File: src/uvdr_defs.vh
/*
  Constants for the undervoltage detect and reset block: control register
  layout, reset values, level codes and timing.
  Assumes it is included by bare name from the design file.
*/
`ifndef UVDR_DEFS_VH
`define UVDR_DEFS_VH

// Register addresses on the plain register port
`define UVDR_ADDR_W        2
`define UVDR_ADDR_CTRL     2'h0
`define UVDR_ADDR_MASK     2'h1
`define UVDR_ADDR_STAT     2'h2

// Control register fields
`define UVDR_BIT_IRQ_FLAG  6
`define UVDR_BIT_OK_STATE  5
`define UVDR_BIT_IRQ_EN    4
`define UVDR_BIT_WAKE_EN   3
`define UVDR_BIT_DET_ON    2
`define UVDR_LVL_HI        1
`define UVDR_LVL_LO        0

// Status / mask register fields
`define UVDR_EV_DETECT     0
`define UVDR_EV_FREEZE     1
`define UVDR_EV_RESET      2
`define UVDR_EV_W          3

// Reset values
`define UVDR_LVL_RST       2'h3
`define UVDR_EV_RST        3'h0

// Option code meaning power-on reset only
`define UVDR_OPT_POR_ONLY  2'h3

// Dip duration before full reset, in ns, and clock period in ns
`define UVDR_DIP_NS        80000
`define UVDR_CLK_NS        20
`define UVDR_DIP_CYC       (`UVDR_DIP_NS / `UVDR_CLK_NS)
`define UVDR_CNT_W         13
`define UVDR_SYS_RST_CYC   16

`endif

File: src/uvdr_low_voltage_detect_reset.v
/*
  Undervoltage detector and brownout reset logic for a small controller core.
  Assumes analog comparators outside give one flag per detect level and one
  per reset level (high = supply at or below), and that the core reports
  sleep/idle as a level and global interrupt instructions as one-cycle pulses.
*/
// The plain strobed port and the register offsets are this design's own decisions.
// Contract
// [RULE1] Two-bit programmed option picks reset level; 11 means power-on reset only.
// [RULE2] One 8-bit control register: flag, state, irq enable, wake, enable, level.
// [RULE3] State bit read-only: 0 at or below detect level, 1 above.
// [RULE4] Level select 11/10/01/00 picks 2.2/3.3/4.0/4.5 V detect points.
// [RULE5] Detector off makes state bit read 1 always.
// [RULE6] Bit 2 turns detection off (0) or on (1).
// [RULE7] Flag stays 0 above detect point, set once supply falls below.
// [RULE8] Flag stays set until software writes 0 or system reset.
// [RULE9] System reset clears the interrupt flag.
// [RULE10] Interrupt requested only with flag set and irq enable high.
// [RULE11] Global enable/disable instructions switch global interrupt acceptance.
// [RULE12] Flag set in sleep or idle wakes device only if wake enable set.
// [RULE13] Detector keeps running and updating flag during sleep.
// [RULE14] Dip below reset level under 80 us halts core, keeps registers.
// [RULE15] Dip below reset level over 80 us forces full system reset.
// [RULE16] Software: level, wake, irq enable, global enable, detector on, wait, clear.
// [RULE17] Comparator outputs synchronized before state bit, flag or timer.
`include "uvdr_defs.vh"
module uvdr_low_voltage_detect_reset #(
  parameter DIP_CYC = `UVDR_DIP_CYC,
  parameter SYS_RST_CYC = `UVDR_SYS_RST_CYC
) (
  input  wire                    core_clk_i,      // 50 MHz core clock
  input  wire                    nrst_i,          // Async reset, active low
  input  wire [1:0]              brownout_opt_i,  // Programmed reset option
  input  wire [3:0]              det_cmp_i,       // Below detect level, by code
  input  wire [2:0]              rst_cmp_i,       // Below reset level, by code
  input  wire                    sleep_i,         // Core in sleep or idle
  input  wire                    global_irq_on_instr_i,  // Enable pulse
  input  wire                    global_irq_off_instr_i, // Disable pulse
  input  wire [`UVDR_ADDR_W-1:0] addr_i,          // Register address
  input  wire [7:0]              wdata_i,         // Write data
  input  wire                    wr_i,            // Write strobe
  input  wire                    rd_i,            // Read strobe
  output reg  [7:0]              rdata_o,         // Read data, next cycle
  output wire                    irq_req_o,       // Interrupt to core vector
  output wire                    wake_o,          // Wake from sleep or idle
  output wire                    core_halt_o,     // Freeze core execution
  output reg                     sys_rst_n_o,     // System reset, active low
  output wire                    irq_o            // Event interrupt level
);

  // Three-stage synchronizers on comparator inputs
  reg  [3:0] det_s1_reg, det_s2_reg, det_s3_reg;
  reg  [2:0] rst_s1_reg, rst_s2_reg, rst_s3_reg;
  reg  [3:0] det_q_reg;
  reg  [2:0] rst_q_reg;
  reg  [1:0] opt_reg;
  reg        opt_taken_reg;
  reg  [1:0] level_reg;
  reg        det_on_reg;
  reg        wake_en_reg;
  reg        irq_en_reg;
  reg        flag_reg;
  reg        gie_reg;
  reg  [`UVDR_EV_W-1:0] stat_reg;
  reg  [`UVDR_EV_W-1:0] mask_reg;
  reg  [`UVDR_CNT_W-1:0] dip_cnt_reg;
  reg  [4:0] rst_cnt_reg;
  reg        below_det;
  reg        below_rst;
  wire       ok_state;
  wire       det_set;
  wire       dip_long;
  wire       sw_rst_n;
  wire [`UVDR_EV_W-1:0] ev;
  wire [7:0] ctrl_val;

  // Synchronizer chain; a change counts once stages two and three agree
  always @(posedge core_clk_i or negedge nrst_i)
  begin
    if (!nrst_i)
    begin
      det_s1_reg <= 4'h0;
      det_s2_reg <= 4'h0;
      det_s3_reg <= 4'h0;
      rst_s1_reg <= 3'h0;
      rst_s2_reg <= 3'h0;
      rst_s3_reg <= 3'h0;
      det_q_reg  <= 4'h0;
      rst_q_reg  <= 3'h0;
    end
    else
    begin
      det_s1_reg <= det_cmp_i;  // RULE17
      det_s2_reg <= det_s1_reg;
      det_s3_reg <= det_s2_reg;
      rst_s1_reg <= rst_cmp_i;  // RULE17
      rst_s2_reg <= rst_s1_reg;
      rst_s3_reg <= rst_s2_reg;
      det_q_reg  <= (det_s2_reg & det_s3_reg) |
                    (det_q_reg & (det_s2_reg | det_s3_reg));
      rst_q_reg  <= (rst_s2_reg & rst_s3_reg) |
                    (rst_q_reg & (rst_s2_reg | rst_s3_reg));
    end
  end

  // Option captured once after reset release
  always @(posedge core_clk_i or negedge nrst_i)
  begin
    if (!nrst_i)
    begin
      opt_reg       <= `UVDR_OPT_POR_ONLY;
      opt_taken_reg <= 1'b0;
    end
    else if (!opt_taken_reg)
    begin
      opt_reg       <= brownout_opt_i;
      opt_taken_reg <= 1'b1;
    end
  end

  // Detect point: index 3=2.2V, 2=3.3V, 1=4.0V, 0=4.5V
  always @*
  begin
    below_det = det_q_reg[level_reg];  // RULE4
    case (opt_reg)
      2'h2:    below_rst = rst_q_reg[0];  // RULE1
      2'h1:    below_rst = rst_q_reg[1];
      2'h0:    below_rst = rst_q_reg[2];
      default: below_rst = 1'b0;
    endcase
  end

  assign ok_state = ~(det_on_reg & below_det);  // RULE3 RULE5 RULE6
  assign det_set  = det_on_reg & below_det;     // RULE7 RULE13
  assign ctrl_val = {1'b0, flag_reg, ok_state, irq_en_reg, wake_en_reg,
                     det_on_reg, level_reg};    // RULE2

  // Dip duration counter
  always @(posedge core_clk_i or negedge nrst_i)
  begin
    if (!nrst_i)
      dip_cnt_reg <= {`UVDR_CNT_W{1'b0}};
    else if (!below_rst)
      dip_cnt_reg <= {`UVDR_CNT_W{1'b0}};
    else if (!dip_long)
      dip_cnt_reg <= dip_cnt_reg + 1'b1;
  end

  assign dip_long    = (dip_cnt_reg >= DIP_CYC[`UVDR_CNT_W-1:0]);
  assign core_halt_o = below_rst & ~dip_long;  // RULE14

  // System reset pulse after long dip
  always @(posedge core_clk_i or negedge nrst_i)
  begin
    if (!nrst_i)
      rst_cnt_reg <= 5'h00;
    else if (dip_long)
      rst_cnt_reg <= SYS_RST_CYC[4:0];  // RULE15
    else if (rst_cnt_reg != 5'h00)
      rst_cnt_reg <= rst_cnt_reg - 5'h01;
  end

  always @(posedge core_clk_i or negedge nrst_i)
  begin
    if (!nrst_i)
      sys_rst_n_o <= 1'b0;
    else
      sys_rst_n_o <= ~dip_long & (rst_cnt_reg == 5'h00);
  end

  assign sw_rst_n = sys_rst_n_o;

  // Control register
  always @(posedge core_clk_i or negedge nrst_i)
  begin
    if (!nrst_i)
    begin
      level_reg   <= `UVDR_LVL_RST;
      det_on_reg  <= 1'b0;
      wake_en_reg <= 1'b0;
      irq_en_reg  <= 1'b0;
      flag_reg    <= 1'b0;
      gie_reg     <= 1'b0;
    end
    else if (!sw_rst_n)
    begin
      level_reg   <= `UVDR_LVL_RST;
      det_on_reg  <= 1'b0;
      wake_en_reg <= 1'b0;
      irq_en_reg  <= 1'b0;
      flag_reg    <= 1'b0;  // RULE9
      gie_reg     <= 1'b0;
    end
    else
    begin
      if (wr_i && addr_i == `UVDR_ADDR_CTRL)
      begin
        level_reg   <= wdata_i[`UVDR_LVL_HI:`UVDR_LVL_LO];
        det_on_reg  <= wdata_i[`UVDR_BIT_DET_ON];  // RULE6
        wake_en_reg <= wdata_i[`UVDR_BIT_WAKE_EN];
        irq_en_reg  <= wdata_i[`UVDR_BIT_IRQ_EN];
      end
      // Set wins over a software clear in the same cycle
      if (det_set)
        flag_reg <= 1'b1;  // RULE7
      else if (wr_i && addr_i == `UVDR_ADDR_CTRL &&
               !wdata_i[`UVDR_BIT_IRQ_FLAG])
        flag_reg <= 1'b0;  // RULE8
      if (global_irq_on_instr_i)
        gie_reg <= 1'b1;  // RULE11
      else if (global_irq_off_instr_i)
        gie_reg <= 1'b0;  // RULE11
    end
  end

  assign irq_req_o = flag_reg & irq_en_reg & gie_reg;  // RULE10
  assign wake_o    = sleep_i & flag_reg & wake_en_reg;  // RULE12

  // Event status and mask
  assign ev = {dip_long, core_halt_o, det_set};

  always @(posedge core_clk_i or negedge nrst_i)
  begin
    if (!nrst_i)
    begin
      stat_reg <= `UVDR_EV_RST;
      mask_reg <= `UVDR_EV_RST;
    end
    else
    begin
      if (wr_i && addr_i == `UVDR_ADDR_STAT)
        stat_reg <= ev | (stat_reg & ~wdata_i[`UVDR_EV_W-1:0]);
      else
        stat_reg <= ev | stat_reg;
      if (wr_i && addr_i == `UVDR_ADDR_MASK)
        mask_reg <= wdata_i[`UVDR_EV_W-1:0];
    end
  end

  assign irq_o = |(stat_reg & mask_reg);

  // Read data, valid only the cycle after the strobe
  always @(posedge core_clk_i or negedge nrst_i)
  begin
    if (!nrst_i)
      rdata_o <= 8'h00;
    else if (rd_i)
    begin
      case (addr_i)
        `UVDR_ADDR_CTRL: rdata_o <= ctrl_val;
        `UVDR_ADDR_MASK: rdata_o <= {5'h00, mask_reg};
        `UVDR_ADDR_STAT: rdata_o <= {5'h00, stat_reg};
        default:         rdata_o <= 8'h00;
      endcase
    end
    else
      rdata_o <= 8'h00;
  end

endmodule // uvdr_low_voltage_detect_reset

File: config.mk
export PLATFORM = sky130hd
export DESIGN_NAME = uvdr_low_voltage_detect_reset
export DESIGN_NICKNAME = d
export VERILOG_FILES = /design/src/uvdr_low_voltage_detect_reset.v
export VERILOG_INCLUDE_DIRS = /design/src
export SDC_FILE = /design/constraint.sdc
export NUM_CORES = 1
export LEC_CHECK = 0
export BUFFER_PORTS_ARGS = -buffer_cell sky130_fd_sc_hd__buf_2
export CELL_PAD_IN_SITES_DETAIL_PLACEMENT = 1
export CELL_PAD_IN_SITES_GLOBAL_PLACEMENT = 1
export CORE_MARGIN = 2
export CORE_UTILIZATION = 40
export DETAILED_ROUTE_END_ITERATION = 10
export PLACE_DENSITY = 0.81
export SETUP_SLACK_MARGIN = 0.5
export SLEW_MARGIN = 5
export SYNTH_ARGS = -nofsm -noshare
export SYNTH_HDL_FRONTEND = slang
export SYNTH_SLANG_ARGS = --single-unit
File: constraint.sdc
create_clock -name core_clk_i -period 1.7 [get_ports core_clk_i]
set_input_delay 0.085 -clock core_clk_i [delete_from_list [all_inputs] [get_ports core_clk_i]]
set_output_delay 0.085 -clock core_clk_i [all_outputs]
set_load 0.01 [all_outputs]
; ---- Word-level counts from Yosys, hierarchy flattened
; Cells that the tools add are included.
[word_totals]
regBits = 71
out_inout_bits = 13
elab_cells = 91
[classes]
addsub = 2
n_lt_le_gt_ge = 2
eq_ne = 8
n_mux = 24
n_bitwise = 22
n_reduce_logical = 11
[ops]
columns = operator, count
row1 = 13-bit 2-to-1 mux, 2
row2 = 7-bit case mux with 3 select lines, 1
row3 = "13-bit by 1-bit adder with 13-bit output, second input constant", 1
row4 = "13-bit by 12-bit >= comparator with 1-bit output, second input constant", 1
row5 = 1-bit 2-to-1 mux, 13
row6 = 3-bit AND, 4
row7 = 3-bit bitwise OR, 4
row8 = 5-bit 2-to-1 mux, 2
row9 = 4-bit AND, 2
row10 = 8-bit 2-to-1 mux, 1
row11 = 4-bit bitwise OR, 2
row12 = 1-bit AND, 7
row13 = 5-bit logical NOT, 1
row14 = 5-bit nonzero test, 1
row15 = "5-bit by 1-bit subtractor with 5-bit output, second input constant", 1
row16 = "2-bit by 1-bit equality test with 1-bit output, second input constant", 2
row17 = "2-bit equality test, second input constant", 2
row18 = 1-bit logical AND, 4
row19 = 2-bit logical NOT, 2
row20 = 2-bit 2-to-1 mux, 2
row21 = "2-bit by 3-bit < comparator with 1-bit output, second input constant", 1
row22 = 3-bit 2-to-1 mux, 1
row23 = "3-bit by 1-bit inequality test with 1-bit output, second input constant", 1
row24 = "3-bit inequality test, second input constant", 1
row25 = other kinds (9), 10

; ---- Logic depth before layout (Yosys ltp)
; Gate-level depths: netlist of the first run.
[depth]
ltp_word = 6
depth_mapped = 7
mapped_depth_nobuf = 6

; ---- Least setup slack after synthesis of the first run
; No wires, ideal clock.
[synth_timing]
kind = flip-flop to flip-flop
startpoint = register rst_cnt_reg[0]
endpoint = register rst_cnt_reg[0]
setup_ps = 119
arrival_ps = 1462
required_ps = 1581
slack_ps = 119
path_stages_with_launch = 8
n_path_buf = 1
cell_sequence = dfrtp_1 -> inv_1 -> ha_1 -> or3b_1 -> or2_1 -> buf_6 -> xnor2_1 -> nor2_1
[synth_via]
elab_chain_cells = 3
word_cells_on_any_way = 5
cone_classes = add/sub (1) / mux (2) / reduce/logical (2)
[synth_lines]
columns = item, line
row1 = "start, declared", uvdr_low_voltage_detect_reset.v:67  ; reg [4:0] rst_cnt_reg;
row2 = "start signal, assigned", uvdr_low_voltage_detect_reset.v:158  ; rst_cnt_reg <= SYS_RST_CYC[4:0];
row3 = "start signal, assigned", uvdr_low_voltage_detect_reset.v:160  ; rst_cnt_reg <= rst_cnt_reg - 5'h01;
row4 = 5-bit by 1-bit subtractor with 5-bit output, uvdr_low_voltage_detect_reset.v:160
row5 = 5-bit 2-to-1 mux, uvdr_low_voltage_detect_reset.v:159  ; else if (rst_cnt_reg != 5'h00)
row6 = 5-bit 2-to-1 mux, uvdr_low_voltage_detect_reset.v:157  ; else if (dip_long)
; Parallel ways exist; a longest one is shown, timed or not. The select of a mux whose other input is x is not followed.
; A chain may end at the register's enable or synchronous reset.

; ---- Worst setup path after layout of the first run
[layout_timing]
startpoint = register opt_reg[0]
endpoint = output core_halt_o
[layout_via]
elab_chain_cells = 3
word_cells_on_any_way = 5
cone_classes = eq/ne (2) / mux (1) / bitwise (1) / reduce/logical (1)
[layout_lines]
columns = item, line
row1 = "start, declared", uvdr_low_voltage_detect_reset.v:56  ; reg [1:0] opt_reg;
row2 = "start signal, assigned", uvdr_low_voltage_detect_reset.v:111  ; opt_reg <= `UVDR_OPT_POR_ONLY;
row3 = "start signal, assigned", uvdr_low_voltage_detect_reset.v:116  ; opt_reg <= brownout_opt_i;
row4 = 2-bit by 1-bit equality test with 1-bit output (tied with other cells), uvdr_low_voltage_detect_reset.v:125  ; case (opt_reg)
row5 = 1-bit case mux with 3 select lines *, uvdr_low_voltage_detect_reset.v:125
row6 = 1-bit AND *, uvdr_low_voltage_detect_reset.v:150  ; assign core_halt_o = below_rst & ~dip_long;
row7 = "end, declared", uvdr_low_voltage_detect_reset.v:46  ; output wire core_halt_o,
; Mark *: on every way between the ends. The rest lies on a longest branch, timed or not.

==> impl_metrics.tcl, run 1 <==
set metrics [dict create \
    power_density_nw_per_um2 1020 \
    syn2layout_area_growth_pct 34.3 \
    place_ws_ns 0.0180 \
    ys_ff_latch 70 \
    largest_reg_flops 13 \
    skew_ns 0.00858 \
    die_h_um 86.9 \
    grt_usage_pct 18.6 \
    switching_share_pct 23.7 \
    cts_buffers 9 \
    core_um2 6720 \
    drive_gt1_share_pct 36.8 \
    async_reset_ff_share_pct 100 \
    fp.dieArea_um2 7550 \
    cts.sinks 70 \
    rows 30 \
    insertion_delay_ns 0.34 \
    slew_violations 0 \
    ioPinCount 39 \
    place.gp.congestion 0.798 \
    irDropWorstVdd_uv 301 \
    grt_max_degree 71 \
    use_met1_pct 22.5 \
    die_x_um 86.9 \
    grt_use_met2_pct 31.8 \
    use_met3_pct 4.36 \
    cap_violations 0 \
    setup_viol 1 \
    cts_max_level 3 \
    synth_cells 228 \
    numPortBuffers 35 \
    synth_edf_count 0 \
    reg2reg_to "dip_cnt_reg[5]" \
    postRouteAntennaNets 0 \
    seq_area_frac_synth_pct 63.9 \
    min_path_cells 3 \
    cts_buffer_depth 2 \
    critPathLaunchType "register" \
    crit_type "register to output pin" \
    synthDistinctLibCells 43 \
    period_needed_ns 1.70 \
    overflow 0 \
    grt_pass1_vias 2247 \
    grt_busiest_layer "met2" \
    synth_area_leaders "dfrtp_1 60%, dfstp_2 3.8%, nand2_1 2.9%" \
    worstSetupEndpointType "output pin" \
    ys_warn_count 0 \
    ff2ff_setup_slack_ns 0.04 \
    finalPower_uw 3770 \
    reg2regPathDepth 8 \
    routedWlPerCell_um 16.1 \
    worstMarginPinSlew_ns 0.580 \
    grt_pass1_wl_um 10700 \
    max_clock_freq_mhz 587 \
    yosysTopAreaCellShare_pct 60.1 \
    reg2reg_from "opt_reg[0]" \
    start_util_pct 40.9 \
    drt_iter0_markers 87 \
    slew_headroom_pct 61.0 \
    p_sw_uw 893 \
    dr.pass1.iters 4 \
    syn_avg_cell_area_um2 12.1 \
    synth_nets 257 \
    final_cell_mix "65 x dfrtp_1, 34 x buf_2, 19 x nand2_1" \
    crit_arrival_ns 1.62 \
    combPwrFrac_pct 12.2 \
    min_from "wdata_i[4]" \
    post-route-period-util_pct 100 \
    setup_ws_ns -0.00316 \
    antenna_found_initial 0 \
    hpwl_um 3740 \
    status "complete, but fails checks" \
    wl_um 6270 \
    layout_commonest_cell "dfrtp_1" \
    syn-cell-area_um2 2750 \
    min_path_type "input pin to register" \
    violations "setup timing" \
    vias 1979 \
    hold_viol_final 0 \
    hold_end "irq_en_reg" \
    hold_ws_ns 0.0203 \
    clk_pin_slew_worst_paths_ns 0.07 \
    cp.required_ns 1.62 \
    cts_tree "done" \
    drcViolationCount 0 \
    p_leak_uw 0.00166 \
    internal_power_uw 2870 \
    post_drt_via_cell_ratio 5.07 \
    diodes 0 \
    seqPwrFrac_pct 49.8 \
    pwr-share-clk_pct 38.0 \
    synth_ff_type "dfrtp_1" \
    rsz0062_at_grt "yes" \
    crit_fanout 2 \
    nNetsFinal 334 \
    yosys.area.top_type "dfrtp_1" \
    clockRootBuffer "clkbuf_8" \
]
## layout make-up
cell class	count	area, µm²
inverters	13	48.8
clock buffers	14	183
repair buffers	71	548
clock inverters	2	37.5
flip-flops and latches	70	1760
multi-input cells	140	1020
well taps	80	100
fillers	699	3030
## per-layer routing
metal / part of all wire (%) / up-vias
li1: - / 936
met4: 1.9 / 0
met1: 42 / 998
met5: 0 / -
met3: 3.2 / 9
met2: 53 / 36
## Yosys cell counts, types with 2 or more instances
cell       n
nor4_1     4
a21oi_1    6
dfrtp_1   66
o21ai_0   13
nand3b_1   3
a211oi_1   3
xnor2_1    4
maj3_1     7
mux2_2     3
and3_1     6
nor2b_1    3
nor2_1    16
ha_1       3
nand3_1    7
or3_1      3
and2_1     3
nand2b_1   2
a21boi_0   4
o211ai_1   3
nand2_1   21
a31oi_1    2
mux2i_1    6
buf_2      2
and4_1     2
buf_6      2
inv_1     13
conb_1     2
dfstp_2    4
## through the flow
stage	util, %	setup TNS, ns	cell area [µm²]	std cells
floorplan	-	0	2790	228
global placement	46.0	0	3090	344
detailed placement	46.0	0	3090	344
CTS	54.4	-0.0176	3650	387
global route	54.9	-0.228	3690	390
finish	54.9	-0.00316	3690	390
## critical path, cell delays in order (launching register included)
cell and delay (ns):
dfstp_2 0.54, mux2i_1 0.17, nor2_1 0.06, a31oi_2 0.22, buf_12 0.15, nor2_4 0.03
buf_6 0.12
## how the worst max path moves through the flow
stage	start	to	slack [ns]	cells after the start
global placement	rst_cnt_reg[1]	rst_cnt_reg[0]	0.10	6
global route	opt_reg[0]	core_halt_o	-0.09	6
detailed placement	rst_cnt_reg[1]	rst_cnt_reg[0]	0.02	6
finish	opt_reg[0]	core_halt_o	-0.003	6
CTS	opt_reg[0]	core_halt_o	-0.02	6
floorplan	rst_cnt_reg[0]	rst_cnt_reg[0]	0.12	7
## cells by family after synthesis
group	after synthesis	share of synthesized area, %
compound gates	38	8.97
xor+xnor	4	1.27
flops	70	63.9
fa+ha+maj	10	3.92
simple gates	76	14.2
mux	10	4.23
buf+inv	18	3.23
other cells	2	0.273
## timing repair
action	CTS	global route
pin swaps	5	6
hold buffers	11	0
gates resized for setup	24	6
cloned	1	0
hold endpoints to repair	76	0
setup endpoints to repair	26	26
buffers inserted	15	3
## power by group through the flow
| stage | registers (µW) | logic (µW) | clock network [µW] |
|---|---|---|---|
| 6_report | 1870 | 461 | 1430 |
| 5_1_grt | 1890 | 515 | 1560 |
| 4_1_cts | 1880 | 469 | 1470 |
| 3_5_place_dp | 1910 | 345 | 0 |
| 3_3_place_gp | 1900 | 329 | 0 |
| 2_1_floorplan | 1890 | 194 | 0 |
Note: power is estimated with default switching activity, not from simulation.
==> run 2, diff against run 1 <==
Settings changed: HOLD_SLACK_MARGIN set to 0.15.
==> impl_metrics.tcl, run 2 (synthesis gave the netlist of run 1 again) <==
set metrics [dict create \
    status "complete, but fails checks" \
    violations "setup timing" \
    fin_util_pct 56.3 \
    drcViolationCount 0 \
    drt_iter0_markers 71 \
    routedWlPerCell_um 16.1 \
    wirelength_met1_um 2770 \
    hold_viol_final 0 \
    path_cells "mux2i_1 -> nor2_1 -> a31oi_2 -> buf_12 -> nor2_4 -> buf_6" \
    reg2reg_from "opt_reg[0]" \
    setup_ws_ns -0.00296 \
    cts.sinks 70 \
    crit_start "opt_reg[0]" \
    fillers 699 \
    rows 30 \
    grt_pass1_vias 2289 \
    finalNonFillerCells 399 \
    fp.dieArea_um2 7550 \
    postRouteAntennaNets 0 \
    p_leak_uw 0.00169 \
    rsz0062_at_grt "yes" \
    clk_pin_slew_worst_paths_ns 0.07 \
    die_h_um 86.9 \
    crit_fanout 2 \
    reg2regPathDepth 8 \
    place.gp.congestion 0.798 \
    insertion_delay_ns 0.34 \
    min_path_cells 4 \
    slowest_delay_ns 0.54 \
    ioPinCount 39 \
    cap_violations 0 \
    design_area_um2 3780 \
    place_ws_ns 0.0180 \
    min_from "addr_i[0]" \
    nNetsFinal 343 \
    grt_pass1_wl_um 11000 \
    top_layer "met4" \
    post_drt_via_cell_ratio 5.14 \
    antenna_found_initial 0 \
    cts_buffers 9 \
    start_util_pct 40.9 \
    place_inst 344 \
    vias 2050 \
    drive_gt1_share_pct 35.4 \
    ff2ff_setup_slack_ns 0.04 \
    wl_met2_um 3380 \
    core_um2 6720 \
    grt_usage_pct 19.1 \
    largest_reg_flops 13 \
    irDropWorstVdd_uv 327 \
    cts_tree "done" \
    min_path_type "input pin to register" \
    cts_buffer_depth 2 \
    wl_um 6440 \
    clockRootBuffer "clkbuf_8" \
    syn2layout_area_growth_pct 37.7 \
    power_density_nw_per_um2 1000 \
    final_cell_mix "65 x dfrtp_1, 34 x buf_2, 21 x dlygate4sd3_1" \
    cts_max_level 3 \
    hold_ws_ns 0.227 \
    hpwl_um 3740 \
    skew_ns 0.00924 \
    layout_commonest_cell "dfrtp_1" \
    worstSetupEndpointType "output pin" \
    dr_wl_met3_um 157 \
    diodes 0 \
    crit_path_top_delay_cell "dfstp_2" \
    critPathLaunchType "register" \
    cp.required_ns 1.62 \
    die_x_um 86.9 \
    postPlaceCellArea_um2 3090 \
    overflow 0 \
    max_clock_freq_mhz 587 \
    setup_viol 1 \
    numPortBuffers 35 \
    grt_max_degree 71 \
    crit_arrival_ns 1.62 \
    dr.pass1.iters 4 \
    period_needed_ns 1.70 \
    post-route-period-util_pct 100 \
    slew_violations 0 \
    crit_type "register to output pin" \
]
==> run 2: cell types whose count changed in the layout (fill, tap and decap cells not counted), sizes merged <==
cell,delta
dlygate4sd3,+10
buf,-1
==> run 2: layer usage <==
layer	vias up	track usage [%]
met2	38	32.8
met4	0	9.38
met5	-	0
met3	13	3.22
met1	1043	23.1
li1	956	-
==> run 2: worst max-delay path: cells and delay by family, from the launching register on <==
kind / cells / cell delay, ns
compound gates: 1 / 0.21
mux: 1 / 0.18
simple gates: 2 / 0.09
buf+inv: 2 / 0.26
flops: 1 / 0.54
==> run 2: final cells by class <==
cell class	instances	area (µm²)	area share [%]
Sequential cell	70	1760	46.5
Clock inverter	2	37.5	0.992
Clock buffer	14	183	4.83
Tap cell	80	100	2.65
Timing Repair Buffer	80	641	16.9
Multi-Input combinational cell	140	1020	26.9
Inverter	13	48.8	1.29
==> run 2: final timing paths <==
path	endpoint
setup / recovery	core_halt_o
hold / removal	stat_reg[2]
setup reg to reg	dip_cnt_reg[5]
hold reg to reg	rst_s2_reg[0]
max in group asynchronous	opt_reg[1]
min in group asynchronous	det_s2_reg[1]
==> run 2: power by group <==
part | leakage, µW | internal, µW | switching [µW] | total [µW]
combinational | 0.000722 | 257 | 227 | 484
clock | 0.000109 | 839 | 599 | 1440
sequential | 0.000861 | 1790 | 81.0 | 1870
==> run 2: per-stage QoR <==
stage / power [µW] / setup TNS, ns
6_report: 3800 / -0.00296
5_1_grt: 3980 / -0.286
3_3_place_gp: 2230 / 0
4_1_cts: 3830 / -0.0176
2_1_floorplan: 2080 / 0
3_5_place_dp: 2250 / 0
==> run 2: repair_timing <==
| item | in CTS | in global routing |
|---|---|---|
| setup endpoints to repair | 26 | 26 |
| hold buffers | 21 | 0 |
| pin swaps | 5 | 4 |
| setup buffers | 15 | 2 |
| resized for setup | 24 | 6 |
| gates cloned | 1 | 0 |
| endpoints found under the hold margin | 98 | 0 |
==> run 3, diff against run 2 <==
==> constraint.sdc (replaced) <==
create_clock -name core_clk_i -period 1.7 [get_ports core_clk_i]
set_input_delay 0.085 -clock core_clk_i [delete_from_list [all_inputs] [get_ports core_clk_i]]
set_output_delay 0.085 -clock core_clk_i [all_outputs]
set_load 0.005 [all_outputs]
==> impl_metrics.tcl, run 3 (synthesis gave the netlist of run 1 again) <==
set metrics [dict create \
    grt_pass1_wl_um 12000 \
    crit_path_top_delay_cell "dfstp_2" \
    die_h_um 86.9 \
    place.gp.congestion 0.776 \
    diodes 0 \
    skew_ns 0.00601 \
    dr.pass1.iters 5 \
    finalNonFillerCells 404 \
    power_density_nw_per_um2 1090 \
    routedWlPerCell_um 18.7 \
    drcViolationCount 0 \
    numPortBuffers 35 \
    final_cell_mix "65 x dfrtp_1, 35 x buf_2, 22 x dlygate4sd3_1" \
    period_needed_ns 1.76 \
    cts.sinks 70 \
    post_drt_via_cell_ratio 5.28 \
    drt_iter0_markers 112 \
    crit_type "register to output pin" \
    fp.dieArea_um2 7550 \
    ioPinCount 39 \
    clockRootBuffer "clkbuf_8" \
    core_um2 6720 \
    setup_viol 6 \
    cap_violations 0 \
    grt_pass1_vias 2373 \
    max_clock_freq_mhz 567 \
    grt_busiest_layer "met2" \
    drive_gt1_share_pct 38.9 \
    grt_max_degree 71 \
    worstSetupEndpointType "output pin" \
    grt_use_met2_pct 37.6 \
    grt_usage_pct 21.4 \
    place_inst 344 \
    critPathLaunchType "register" \
    start_util_pct 40.9 \
    setup_ws_ns -0.0644 \
    use_met3_pct 3.89 \
    clk_pin_slew_worst_paths_ns 0.08 \
    violations "setup timing" \
    post-route-period-util_pct 104 \
    wl_um 7570 \
    hold_viol_final 0 \
    postRouteAntennaNets 0 \
    cts_buffer_depth 2 \
    largest_reg_flops 13 \
    irDropWorstVdd_uv 402 \
    hpwl_um 3700 \
    cp.required_ns 1.62 \
    crit_arrival_ns 1.68 \
    ff2ff_setup_slack_ns -0.03 \
    cts_tree "done" \
    cts_buffers 9 \
    cts_max_level 3 \
    rsz0062_at_grt "yes" \
    p_leak_uw 0.00176 \
    syn2layout_area_growth_pct 43.9 \
    antenna_found_initial 0 \
    slowest_delay_ns 0.56 \
    rows 30 \
    path_cells "mux2i_2 -> nor2_2 -> a31oi_4 -> buf_12 -> nor2_4 -> buf_2" \
    layout_commonest_cell "dfrtp_1" \
    slew_violations 0 \
    use_met1_pct 24.2 \
    die_x_um 86.9 \
    status "complete, but fails checks" \
    nNetsFinal 348 \
    min_path_type "input pin to register" \
    insertion_delay_ns 0.34 \
    vias 2133 \
    finalPower_uw 4300 \
    place_ws_ns 0.0580 \
    crit_fanout 2 \
    overflow 0 \
]
## run 3: what timing repair did
action                     in CTS  in global routing
setup endpoints to repair      26                 26
resized for setup              25                 18
hold buffers                   22                  0
pin swaps                       7                  9
buffers inserted               14                  7
cloned                          1                  0
hold endpoints to repair       98                  0
## run 3: cell type report
class                   count  area [µm²]
clock buffers              10         128
clock inverters             6         159
fillers                   695        2760
inverters                  13        48.8
multi-input cells         140        1070
flip-flops and latches     70        1760
well taps                  80         100
repair buffers             85         694
## run 3: worst max-delay path: cells and delay by family, from the launching register on
family	cells	cell delay (ns)
buffers and inverters	2	0.24
and+or+nand+nor	2	0.10
DFF	1	0.56
muxes	1	0.25
AOI/OAI and AO/OA	1	0.18
## run 3: where the power goes
part           switching [µW]  internal (µW)  total, µW  leakage [µW]
sequential               93.6           1790       1890      0.000861
combinational             235            263        498      0.000761
clock                     640           1280       1920      0.000141
total                     969           3330       4300       0.00176
## run 3: stage by stage
step	TNS [ns]	instance area (µm²)	hold WS [ns]	util (%)
after CTS	-0.0636	3820	0.185	56.8
after floorplan	0	2790	-0.211	-
after global placement	0	3090	0.134	46.0
after detailed placement	0	3090	0.139	46.0
final	-0.113	3960	0.228	58.9
after global routing	-1.02	3960	0.257	58.9
## run 3: per-layer routing
metal  part of all wire (%)  routed length (µm)
met1                     39                2980
met3                    3.6                 272
met5                      0                   0
met4                    2.2                 170
met2                     55                4150
## run 3: path summary, 6_finish.rpt
kind | endpoint | cells after the start | from
worst max-delay path | core_halt_o | 6 | opt_reg[0]
worst min-delay path | stat_reg[1] | 4 | addr_i[0]
worst max register to register | dip_cnt_reg[5] | 8 | opt_reg[0]
worst min register to register | det_s2_reg[3] | 0 | det_s1_reg[3]
max in group asynchronous | level_reg[1] | 3 | nrst_i
min in group asynchronous | det_s1_reg[2] | 3 | nrst_i
